<file path="src/inc/trim_pkg.sv">
// package: register map, field layout and carrier types of the trim bank
package trim_pkg;

   // ==========================================================================
   // register indices (byte address on the bus is index * 4)
   localparam int unsigned IDX_W              = 12;
   localparam logic [11:0] IDX_A_SGL_INB_TADJ = 12'h31a;
   localparam logic [11:0] IDX_B_SGL_INB_TADJ = 12'h31b;
   localparam logic [11:0] IDX_A_DUAL_INA_OADJ = 12'h344;
   localparam logic [11:0] IDX_A_DUAL_INB_OADJ = 12'h346;
   localparam logic [11:0] IDX_A_SGL_INA_OADJ = 12'h348;
   localparam logic [11:0] IDX_STATUS         = 12'h3f0;
   localparam logic [11:0] IDX_CONTROL        = 12'h3f1;

   // ==========================================================================
   // storage layout: one entry per trim register
   localparam int unsigned NUM_TRIMS = 5;
   localparam int unsigned ENT_W     = 3;
   localparam int unsigned TRIM_W    = 16;
   localparam int unsigned TADJ_W    = 8;
   localparam int unsigned OADJ_W    = 12;
   localparam logic [2:0]  ENT_A_SGL_INB_TADJ  = 3'h0;
   localparam logic [2:0]  ENT_B_SGL_INB_TADJ  = 3'h1;
   localparam logic [2:0]  ENT_A_DUAL_INA_OADJ = 3'h2;
   localparam logic [2:0]  ENT_A_DUAL_INB_OADJ = 3'h3;
   localparam logic [2:0]  ENT_A_SGL_INA_OADJ  = 3'h4;
   localparam logic [IDX_W-1:0] TRIM_IDX [NUM_TRIMS] = '{
      IDX_A_SGL_INB_TADJ, IDX_B_SGL_INB_TADJ, IDX_A_DUAL_INA_OADJ,
      IDX_A_DUAL_INB_OADJ, IDX_A_SGL_INA_OADJ};
   // bits that software may write (offset words keep 15:12 writable)
   localparam logic [TRIM_W-1:0] TRIM_MASK [NUM_TRIMS] = '{
      16'h00ff, 16'h00ff, 16'hffff, 16'hffff, 16'hffff};
   // bits that the fuse load fills; reserved offset bits come back zero
   localparam logic [TRIM_W-1:0] FUSE_MASK [NUM_TRIMS] = '{
      16'h00ff, 16'h00ff, 16'h0fff, 16'h0fff, 16'h0fff};
   localparam logic [TRIM_W-1:0] TRIM_RESET = 16'h0000;
   localparam logic [3:0]        RSVD_ZERO  = 4'h0;

   // ==========================================================================
   // status and control bit positions
   localparam int unsigned ST_LOAD_DONE  = 0;
   localparam int unsigned ST_LOAD_BUSY  = 1;
   localparam int unsigned ST_A_TADJ_VLD = 2;
   localparam int unsigned ST_B_TADJ_VLD = 3;
   localparam int unsigned ST_A_OADJ_VLD = 4;
   localparam int unsigned CTL_RELOAD    = 0;

   // ==========================================================================
   // bus constants
   localparam int unsigned ADDR_LSB    = 2;
   localparam logic        HRESP_OKAY  = 1'b0;

   // ==========================================================================
   // carriers
   typedef struct packed {
      logic dual;     // 1: dual channel mode, 0: single channel mode
      logic inb;      // 1: sampling second_analog_input
      logic fg_cal;   // foreground calibration enabled
   } op_mode_t;

   typedef struct packed {
      logic [TADJ_W-1:0] a_tadj;
      logic              a_tadj_vld;
      logic [TADJ_W-1:0] b_tadj;
      logic              b_tadj_vld;
      logic [OADJ_W-1:0] a_oadj;
      logic              a_oadj_vld;
   } trim_out_t;

   typedef enum logic [0:0] {LD_IDLE, LD_REQ} ld_state_t;

endpackage

</file>
<file path="src/rtl/adc_trim_regs.sv">
// converter core trim register bank with ahb-lite slave and fuse defaults
//
// Functional notes
// [RULE1] Core A keeps an 8-bit timing trim for single mode, second input, fg cal on.
// [RULE2] Core B keeps an 8-bit timing trim for single mode, second input, fg cal on.
// [RULE3] Core A gets a 12-bit offset trim in dual mode on the first input with fg cal.
// [RULE4] Core A gets a separate 12-bit offset trim in dual mode on the second input with fg cal.
// [RULE5] Core A gets a further offset trim whenever single mode samples the first input.
// [RULE6] Trim defaults come from fuse storage, stay readable and can be overwritten.
// [RULE7] Offset words hold the value in bits 11:0 and reserved bits 15:12 read zero after reset.
// [RULE8] Each timing trim shifts its core's sampling instant and software reads and adjusts it.
//
// Added by the designer: register access over AHB-Lite.
`timescale 1ns/1ps
`default_nettype none
module adc_trim_regs (
   // clock and reset
   input  wire logic                        hclk,
   input  wire logic                        hresetn,
   // ahb-lite slave
   input  wire logic                        hsel,
   input  wire logic [31:0]                 haddr,
   input  wire logic [1:0]                  htrans,
   input  wire logic                        hwrite,
   input  wire logic [2:0]                  hsize,
   input  wire logic [31:0]                 hwdata,
   input  wire logic                        hready,
   output logic                             hreadyout,
   output logic [31:0]                      hrdata,
   output logic                             hresp,
   // operating mode from the converter control, same clock
   input  wire trim_pkg::op_mode_t          op_mode,
   // fuse storage read port
   output logic                             fuse_req,
   output logic [trim_pkg::ENT_W-1:0]       fuse_addr,
   input  wire logic                        fuse_ack,
   input  wire logic [trim_pkg::TRIM_W-1:0] fuse_data,
   // selected trims towards the converter cores
   output trim_pkg::trim_out_t              trim_out
);

   // ==========================================================================
   // declarations
   logic [trim_pkg::TRIM_W-1:0]  trim_q [trim_pkg::NUM_TRIMS];
   logic [trim_pkg::TRIM_W-1:0]  trim_d [trim_pkg::NUM_TRIMS];
   logic                         dp_wr_q, dp_wr_d;
   logic                         dp_hit_q, dp_hit_d;
   logic [trim_pkg::IDX_W-1:0]   dp_idx_q, dp_idx_d;
   logic                         rd_wait_q, rd_wait_d;
   logic [31:0]                  hrdata_q, hrdata_d;
   logic                         reload_q, reload_d;
   trim_pkg::trim_out_t          out_q, out_d;
   logic                         addr_ok;
   logic                         sw_we;
   logic                         ld_we;
   logic [trim_pkg::ENT_W-1:0]   ld_ent;
   logic [trim_pkg::TRIM_W-1:0]  ld_data;
   logic                         ld_busy;
   logic                         ld_done;

   // ==========================================================================
   // fuse sequencer
   trim_fuse_loader u_loader (
      .hclk      (hclk),
      .hresetn   (hresetn),
      .reload    (reload_q),
      .fuse_req  (fuse_req),
      .fuse_addr (fuse_addr),
      .fuse_ack  (fuse_ack),
      .fuse_data (fuse_data),
      .ld_we     (ld_we),
      .ld_ent    (ld_ent),
      .ld_data   (ld_data),
      .busy      (ld_busy),
      .done      (ld_done)
   );

   // ==========================================================================
   // ahb-lite address and data phase
   // only single word transfers are expected, so hsize is not decoded
   assign addr_ok = (haddr[31:trim_pkg::ADDR_LSB + trim_pkg::IDX_W] == '0);

   always_comb begin
      dp_wr_d   = 1'b0;
      dp_hit_d  = dp_hit_q;
      dp_idx_d  = dp_idx_q;
      rd_wait_d = 1'b0;
      if (hsel && hready && htrans[1]) begin
         dp_wr_d   = hwrite;
         rd_wait_d = !hwrite;                       // reads take one wait state
         dp_hit_d  = addr_ok;
         dp_idx_d  = haddr[trim_pkg::ADDR_LSB +: trim_pkg::IDX_W];
      end
   end

   // write commits at the end of the zero-wait data phase
   assign sw_we = dp_wr_q && dp_hit_q;

   // read mux sampled in the wait state, so a write just before is visible
   always_comb begin
      hrdata_d = hrdata_q;
      if (rd_wait_q) begin
         hrdata_d = 32'h0000_0000;                  // unmapped reads as zero
         if (dp_hit_q) begin
            for (int e = 0; e < trim_pkg::NUM_TRIMS; e++) begin
               if (dp_idx_q == trim_pkg::TRIM_IDX[e]) begin
                  hrdata_d[trim_pkg::TRIM_W-1:0] = trim_q[e];       // [RULE8]
               end
            end
            if (dp_idx_q == trim_pkg::IDX_STATUS) begin
               hrdata_d[trim_pkg::ST_LOAD_DONE]  = ld_done;
               hrdata_d[trim_pkg::ST_LOAD_BUSY]  = ld_busy;
               hrdata_d[trim_pkg::ST_A_TADJ_VLD] = out_q.a_tadj_vld;
               hrdata_d[trim_pkg::ST_B_TADJ_VLD] = out_q.b_tadj_vld;
               hrdata_d[trim_pkg::ST_A_OADJ_VLD] = out_q.a_oadj_vld;
            end
         end
      end
   end

   // reload request is a self-clearing pulse; the control word reads zero
   always_comb begin
      reload_d = 1'b0;
      if (sw_we && dp_idx_q == trim_pkg::IDX_CONTROL) begin
         reload_d = hwdata[trim_pkg::CTL_RELOAD] && !ld_busy;
      end
   end

   always_ff @(posedge hclk or negedge hresetn) begin
      if (!hresetn) begin
         dp_wr_q   <= 1'b0;
         dp_hit_q  <= 1'b0;
         dp_idx_q  <= '0;
         rd_wait_q <= 1'b0;
         hrdata_q  <= 32'h0000_0000;
         reload_q  <= 1'b0;
      end else begin
         dp_wr_q   <= dp_wr_d;
         dp_hit_q  <= dp_hit_d;
         dp_idx_q  <= dp_idx_d;
         rd_wait_q <= rd_wait_d;
         hrdata_q  <= hrdata_d;
         reload_q  <= reload_d;
      end
   end

   assign hreadyout = !rd_wait_q;
   assign hrdata    = hrdata_q;
   assign hresp     = trim_pkg::HRESP_OKAY;

   // ==========================================================================
   // trim storage: fuse load wins over a software write in the same cycle,
   // software should poll the load-done status before adjusting trims
   for (genvar e = 0; e < trim_pkg::NUM_TRIMS; e++) begin : g_trim
      always_comb begin
         trim_d[e] = trim_q[e];
         if (sw_we && dp_idx_q == trim_pkg::TRIM_IDX[e]) begin
            trim_d[e] = hwdata[trim_pkg::TRIM_W-1:0]
                      & trim_pkg::TRIM_MASK[e];                     // [RULE8]
         end
         if (ld_we && ld_ent == trim_pkg::ENT_W'(e)) begin
            trim_d[e] = ld_data;                                    // [RULE6]
         end
      end
   end

   always_ff @(posedge hclk or negedge hresetn) begin
      if (!hresetn) begin
         trim_q <= '{default: trim_pkg::TRIM_RESET};                // [RULE7]
      end else begin
         trim_q <= trim_d;
      end
   end

   // ==========================================================================
   // trim selection by operating mode, registered towards the cores
   always_comb begin
      out_d = '0;
      if (!op_mode.dual && op_mode.inb && op_mode.fg_cal) begin
         out_d.a_tadj_vld = 1'b1;                                   // [RULE1]
         out_d.a_tadj     = trim_q[trim_pkg::ENT_A_SGL_INB_TADJ]
                            [trim_pkg::TADJ_W-1:0];
         out_d.b_tadj_vld = 1'b1;                                   // [RULE2]
         out_d.b_tadj     = trim_q[trim_pkg::ENT_B_SGL_INB_TADJ]
                            [trim_pkg::TADJ_W-1:0];
      end
      if (op_mode.dual && op_mode.fg_cal) begin
         out_d.a_oadj_vld = 1'b1;
         if (op_mode.inb) begin
            out_d.a_oadj = trim_q[trim_pkg::ENT_A_DUAL_INB_OADJ]
                           [trim_pkg::OADJ_W-1:0];                  // [RULE4]
         end else begin
            out_d.a_oadj = trim_q[trim_pkg::ENT_A_DUAL_INA_OADJ]
                           [trim_pkg::OADJ_W-1:0];                  // [RULE3]
         end
      end else if (!op_mode.dual && !op_mode.inb) begin
         out_d.a_oadj_vld = 1'b1;
         out_d.a_oadj     = trim_q[trim_pkg::ENT_A_SGL_INA_OADJ]
                            [trim_pkg::OADJ_W-1:0];                 // [RULE5]
      end
   end

   always_ff @(posedge hclk or negedge hresetn) begin
      if (!hresetn) begin
         out_q <= '0;
      end else begin
         out_q <= out_d;
      end
   end

   assign trim_out = out_q;
endmodule
`default_nettype wire

</file>
<file path="src/rtl/trim_fuse_loader.sv">
// fuse sequencer: copies the factory trims into the register bank
`timescale 1ns/1ps
`default_nettype none
module trim_fuse_loader (
   // clock and reset
   input  wire logic                        hclk,
   input  wire logic                        hresetn,
   // control
   input  wire logic                        reload,
   // fuse storage read port
   output logic                             fuse_req,
   output logic [trim_pkg::ENT_W-1:0]       fuse_addr,
   input  wire logic                        fuse_ack,
   input  wire logic [trim_pkg::TRIM_W-1:0] fuse_data,
   // register bank write port
   output logic                             ld_we,
   output logic [trim_pkg::ENT_W-1:0]       ld_ent,
   output logic [trim_pkg::TRIM_W-1:0]      ld_data,
   output logic                             busy,
   output logic                             done
);

   // ==========================================================================
   // state
   trim_pkg::ld_state_t               state_q, state_d;
   logic [trim_pkg::ENT_W-1:0]        ent_q, ent_d;
   logic                              done_q, done_d;

   // walk every entry; reset leaves us in LD_REQ so loading starts at once
   always_comb begin
      state_d = state_q;
      ent_d   = ent_q;
      done_d  = done_q;
      case (state_q)
         trim_pkg::LD_IDLE: begin
            if (reload) begin
               state_d = trim_pkg::LD_REQ;
               ent_d   = '0;
               done_d  = 1'b0;
            end
         end
         trim_pkg::LD_REQ: begin
            if (fuse_ack) begin
               if (ent_q == trim_pkg::ENT_W'(trim_pkg::NUM_TRIMS - 1)) begin
                  state_d = trim_pkg::LD_IDLE;
                  done_d  = 1'b1;
               end else begin
                  ent_d = ent_q + 3'h1;
               end
            end
         end
         default: begin
            state_d = trim_pkg::LD_IDLE;
         end
      endcase
   end

   always_ff @(posedge hclk or negedge hresetn) begin
      if (!hresetn) begin
         state_q <= trim_pkg::LD_REQ;
         ent_q   <= '0;
         done_q  <= 1'b0;
      end else begin
         state_q <= state_d;
         ent_q   <= ent_d;
         done_q  <= done_d;
      end
   end

   // request held until the fuse storage answers; data masked to field width
   assign fuse_req  = (state_q == trim_pkg::LD_REQ);
   assign fuse_addr = ent_q;
   assign ld_we     = fuse_req && fuse_ack;                         // [RULE6]
   assign ld_ent    = ent_q;
   assign ld_data   = fuse_data & trim_pkg::FUSE_MASK[ent_q];       // [RULE7]
   assign busy      = fuse_req;
   assign done      = done_q;
endmodule
`default_nettype wire

</file>
<file path="config.mk">
export PLATFORM = sky130hd
export DESIGN_NAME = adc_trim_regs
export DESIGN_NICKNAME = d
export VERILOG_FILES = /design/src/inc/trim_pkg.sv /design/src/rtl/adc_trim_regs.sv /design/src/rtl/trim_fuse_loader.sv
export SDC_FILE = /design/constraint.sdc
export NUM_CORES = 1
export LEC_CHECK = 0
export BUFFER_PORTS_ARGS = -buffer_cell sky130_fd_sc_hd__buf_2
export CAP_MARGIN = 20
export CORE_ASPECT_RATIO = 1.1
export CORE_MARGIN = 2
export CORE_UTILIZATION = 45
export CTS_BUF_LIST = sky130_fd_sc_hd__clkbuf_8
export CTS_CLUSTER_DIAMETER = 200
export DETAILED_ROUTE_END_ITERATION = 6
export HOLD_SLACK_MARGIN = 0.1
export PLACE_DENSITY = 0.72
export SLEW_MARGIN = 25
export SYNTH_ARGS = -nofsm -noshare
export SYNTH_HDL_FRONTEND = slang
export SYNTH_SLANG_ARGS = --single-unit
</file>
<file path="constraint.sdc">
create_clock -name hclk -period 5.3 [get_ports hclk]
set_clock_uncertainty 0.15 [all_clocks]
set_input_delay 1.06 -clock hclk [delete_from_list [all_inputs] [get_ports hclk]]
set_output_delay 1.06 -clock hclk [all_outputs]
set_load 0.05 [all_outputs]
</file>
Yosys cells after proc, flatten, opt, wreduce, memory -nomap -nowiden
Memories as Yosys holds them, arrays and structs flattened. Index checks and enable logic that the tools add are counted.

Register bits after elaboration: 148. Bits in read-only memories: 128. Input bits: 94. Word-level logic and storage cells: 113. Memories kept: 1.

Memory list: (name not given) (words 8, bits a word 16, read ports 1, clocked after memory_dff 0, write ports 0, line trim_fuse_loader.sv:75) `assign ld_data = fuse_data & trim_pkg::FUSE_MASK[ent_q];`.

Add/sub/neg operators: 1. Magnitude comparators: 1. Equality and inequality tests: 15. Multiplexer cells: 38. Bitwise logic cells: 3. Reduce and logical (&&, ||, !) cells: 34.

Operators with widths (number): $mux 16 (18); $eq 12x10->1 const B (7); $mux 13 (2); $logic_and 1x1->1 (20); $logic_not 18->1 (1); $mux 18 (1); $and 16x16->16 (1); $mux 12 (1); $reduce_bool 2->1 (5); $mux 1 (9); $mux 3 (3); $ne 2x2->1 const B (4); $eq 3x2->1 const B (2); $pmux 3 s2 (1); $reduce_and 3->1 (2); $logic_not 1->1 (5); $mux 5 (1); $ge 4x4->1 const B (1); $not 3->4 (1); $pmux 1 s2 (2); $add 3x1->3 const B (1); $eq 3x1->1 const B (1); $eq 3x3->1 const B (1); $logic_not 3->1 (1); $not 1->1 (1).

Depth between registers and ports, before layout
Word-level depth: 8. Depth in mapped cells: 8.

Modules after synthesis
Synthesis repeated with hierarchy kept, for this count alone.

Cell total of the unflattened synthesis: 686. Area, all modules: 7367.1 µm².

By module, submodules not included: adc_trim_regs (times used 1, cells each 637, area an instance 6951.7 µm², seq. area each 3553.4 µm²); trim_fuse_loader (times used 1, cells each 49, area an instance 415.4 µm², seq. area each 126.4 µm²).

Worst setup path after synthesis
No wires, ideal clock.

Kind: input -> register. From: input port haddr[17]. To: register dp_hit_q. Setup time: 83 ps. Arrival: 2132 ps. Data required time: 5067 ps. Path slack: 2934 ps. Stages: 3. Path buffers: 0. Path through: or4_1 or4_1 o21ai_0.

Longest elaborated chain between the ends: 1.

RTL lines: start, declared (line adc_trim_regs.sv:22) `input wire logic [31:0] haddr,`; $logic_not 18->1 (line adc_trim_regs.sv:81) `assign addr_ok = (haddr[31:trim_pkg::ADDR_LSB + trim_pkg::IDX_W] == '0);`; end signal, assigned (line adc_trim_regs.sv:139) `dp_hit_q <= dp_hit_d;`; end, declared (line adc_trim_regs.sv:47) `logic dp_hit_q, dp_hit_d;`.

No other way between the ends. A chain may end at the register's enable or synchronous reset.

Final worst setup path
From: register rd_wait_q. To: output port hreadyout.

Longest elaborated chain between the ends: 1.

RTL lines: start, declared (line adc_trim_regs.sv:49) `logic rd_wait_q, rd_wait_d;`; start signal, assigned (line adc_trim_regs.sv:141) `rd_wait_q <= rd_wait_d;`; $logic_not 1->1 (line adc_trim_regs.sv:147) `assign hreadyout = !rd_wait_q;`; end, declared (line adc_trim_regs.sv:28) `output logic hreadyout,`.

No other way between the ends.

==> flow_metrics.tcl <==
set metrics [dict create \
    drc 0 \
    rsz0062_at_grt "no" \
    cp_num_buf_inv 2 \
    die-area_sq_um 15950 \
    synth.distinct_cells 60 \
    post_cts_resized 0 \
    min_period_ps 3201 \
    synth_top_area_frac 0.5131 \
    path_max_fanout 17 \
    syn-instance-count 641 \
    die_h_um 132.3 \
    grt_pass1_wl_um 29480 \
    seq_area_sq_um 3480 \
    ys_top_cells_by_count "dfrtp_1 (138), mux2i_1 (81), nand2_1 (79)" \
    powerDensity_nw_per_um2 432.8 \
    placedCellCount 922 \
    grt_max_degree 100 \
    yosysSeqAreaShare 0.5170 \
    final.period_utilization 0.6039 \
    critPathMaxStageDelay_ps 670 \
    slew-limit-headroom 0.2707 \
    synth_area_leaders "dfrtp_1 (51%), mux2i_1 (12%), o21ai_0 (4.6%), nand2_1 (4.4%), mux2_2 (3.3%)" \
    drt_iter0_markers 414 \
    start_kind "register" \
    clk_pin_slew_ps 80 \
    drv_cap 0 \
    root_buffer "clkbuf_8" \
    n_antenna_cell 0 \
    cts_sinks 139 \
    path_depth 2 \
    dr_total_vias 5442 \
    hpwlAfterDp_um 12610 \
    fin_cells 954 \
    htreeDepth 4 \
    synth_edf_count 0 \
    synth_most_common_cell "dfrtp_1" \
    finalSetupViolCount 0 \
    viasPerCell 5.704 \
    status "finished clean" \
    p_leak_nw 3.706 \
    core_sq_um 14500 \
    start_util 0.4640 \
    syn_to_final_growth_pct 15.95 \
    r2r-start "dp_idx_q[0]" \
    cts_hold_buf 0 \
    num_rows 46 \
    port_buffers 119 \
    worstSkewPairLatency_ps 460 \
    worstPathArrival_ps 1990 \
    numCtsBuffers 17 \
    vdd_ir_drop_max_v 0.0001972 \
    cp-endpoint "hreadyout" \
    reg2reg_slack_ps 2340 \
    grt_pass1_vias 5691 \
    ys.flop_type "dfrtp_1" \
    overflow 0 \
    post_cts_buffers 0 \
    r2r-end "hrdata[2]" \
    ys_ff_latch 139 \
    cts_tree "built" \
    critPathRequiredTime_ps 4090 \
    antenna_found_initial 0 \
    hp-class "register to register" \
    crit_type "register to output pin" \
    finalMaxSlewViolations 0 \
    cp-startpoint "rd_wait_q" \
    fillers 1300 \
    syn_avg_cell_area_sq_um 10.50 \
    wire_per_inst_um 19.40 \
    drive_gt1_frac 0.2493 \
    crit_slowest_cell "clkinv_1" \
    worst_pin_slew_ps 1090 \
    die_x_um 120.6 \
    finalWirelength_um 18510 \
    end_kind "output pin" \
    rr_worst_depth 5 \
    gp_congestion 0.8929 \
    crit_family "buffers and inverters" \
    dr.pass1.iters 5 \
    setup_tns_ps 0 \
    ioPinCount 163 \
    yosysWarnings 0 \
    multi_input_area_sq_um 2979 \
    clock_path_buffers 2 \
    synth-async-reset-ratio 1.000 \
    synth.largest_area_cell "dfrtp_1" \
    fmax_mhz 312.4 \
    path_cells "clkinv_1 -> buf_2" \
    syn_area_sq_um 6730 \
    nNetsFinal 848 \
    grt_util_all_layers 0.2418 \
    finalHoldViolCount 0 \
    postRouteAntennaNets 0 \
]
-- routing by layer --
metal	global-route usage	vias up	wire, um
li1	-	2458	-
met1	0.2966	2640	7243
met2	0.3930	292	9037
met3	0.05407	52	1572
met4	0.1357	0	656
met5	0	-	0
-- per-stage QoR --
step                      setup slack, ps  instance area [sq um]  power, mW  utilization  hold slack (ps)
after floorplan                      2934                   6790      2.203            -            296.0
after global placement               2122                   7387      2.424       0.5093            307.7
after detailed placement             2092                   7390      2.485       0.5095            318.2
after CTS                            2151                   7799      3.376       0.5377            338.4
after global routing                 2047                   7804      3.565       0.5380            363.7
final                                2099                   7804      3.378       0.5380            335.4
-- report_power, final --
group | internal [mW] | switching [mW]
Clock | 0.465 | 0.433
Sequential | 1.36 | 0.259
Combinational | 0.313 | 0.552
Total | 2.13 | 1.24
-- sequential cells by signal, summed over array words and instances, names as in the netlist --
| register | cells |
|---|---|
| trim_q | 72 |
| reload_q | 1 |
| dp_hit_q | 1 |
| u_loader.fuse_addr | 3 |
| u_loader.done | 1 |
| trim_out | 30 |
| rd_wait_q | 1 |
| u_loader.busy | 1 |
| hrdata | 16 |
| dp_wr_q | 1 |
| dp_idx_q | 12 |
-- worst min path at each step --
stage                          start    endpoint  slack (ps)  cells past startpoint
after floorplan           trim_q[73]  trim_q[73]         300                      2
after global placement    trim_q[75]  trim_q[75]         310                      2
after detailed placement  hrdata[14]  hrdata[14]         320                      1
after CTS                 hrdata[14]  hrdata[14]         340                      1
after global routing      hrdata[13]  hrdata[13]         360                      1
final                     hrdata[14]  hrdata[14]         340                      1
-- area by class of cell --
class                           count  share of cell area
Clock buffer                       17             0.02998
Inverter                           13            0.006253
Sequential cell                   139              0.4459
Tap cell                          192             0.03078
Clock inverter                     15             0.02245
Timing Repair Buffer              125             0.08289
Multi-Input combinational cell    453              0.3818
-- layout by cell type, fill, tap and decap left out, types with 3 or more instances in the layout --
master,synthesis,layout
a21oi_1,15,15
a221oi_1,6,6
a222oi_1,3,3
a22oi_1,12,12
and2_1,17,16
buf_2,6,118
buf_4,19,6
bufinv_16,0,3
clkbuf_8,0,17
clkinv_2,0,3
clkinv_4,0,3
clkinvlp_4,0,3
conb_1,1,17
dfrtp_1,138,138
ha_1,5,5
inv_1,12,13
mux2_2,20,20
mux2i_1,81,81
nand2_1,79,79
nand2b_1,3,3
nand3_1,5,5
nand4_1,3,3
nor2_1,42,40
nor2_2,1,3
nor2b_1,5,5
nor3_1,3,3
nor4_1,5,5
o211ai_1,3,3
o21ai_0,62,62
o21ai_1,17,16
o221ai_1,5,5
o22ai_1,6,6
o2bb2ai_1,7,7
o31ai_1,3,3
or4_1,3,3
-- logic make-up after synthesis --
kind of cell | count (synthesis) | share of synthesized area
other | 1 | 0.0005572
DFF | 139 | 0.5170
AOI/OAI and AO/OA | 145 | 0.1309
buffers and inverters | 65 | 0.05094
adders and majority gates | 5 | 0.009295
muxes | 101 | 0.1539
and+or+nand+nor | 185 | 0.1374
Power figures use the tool's default switching activity.
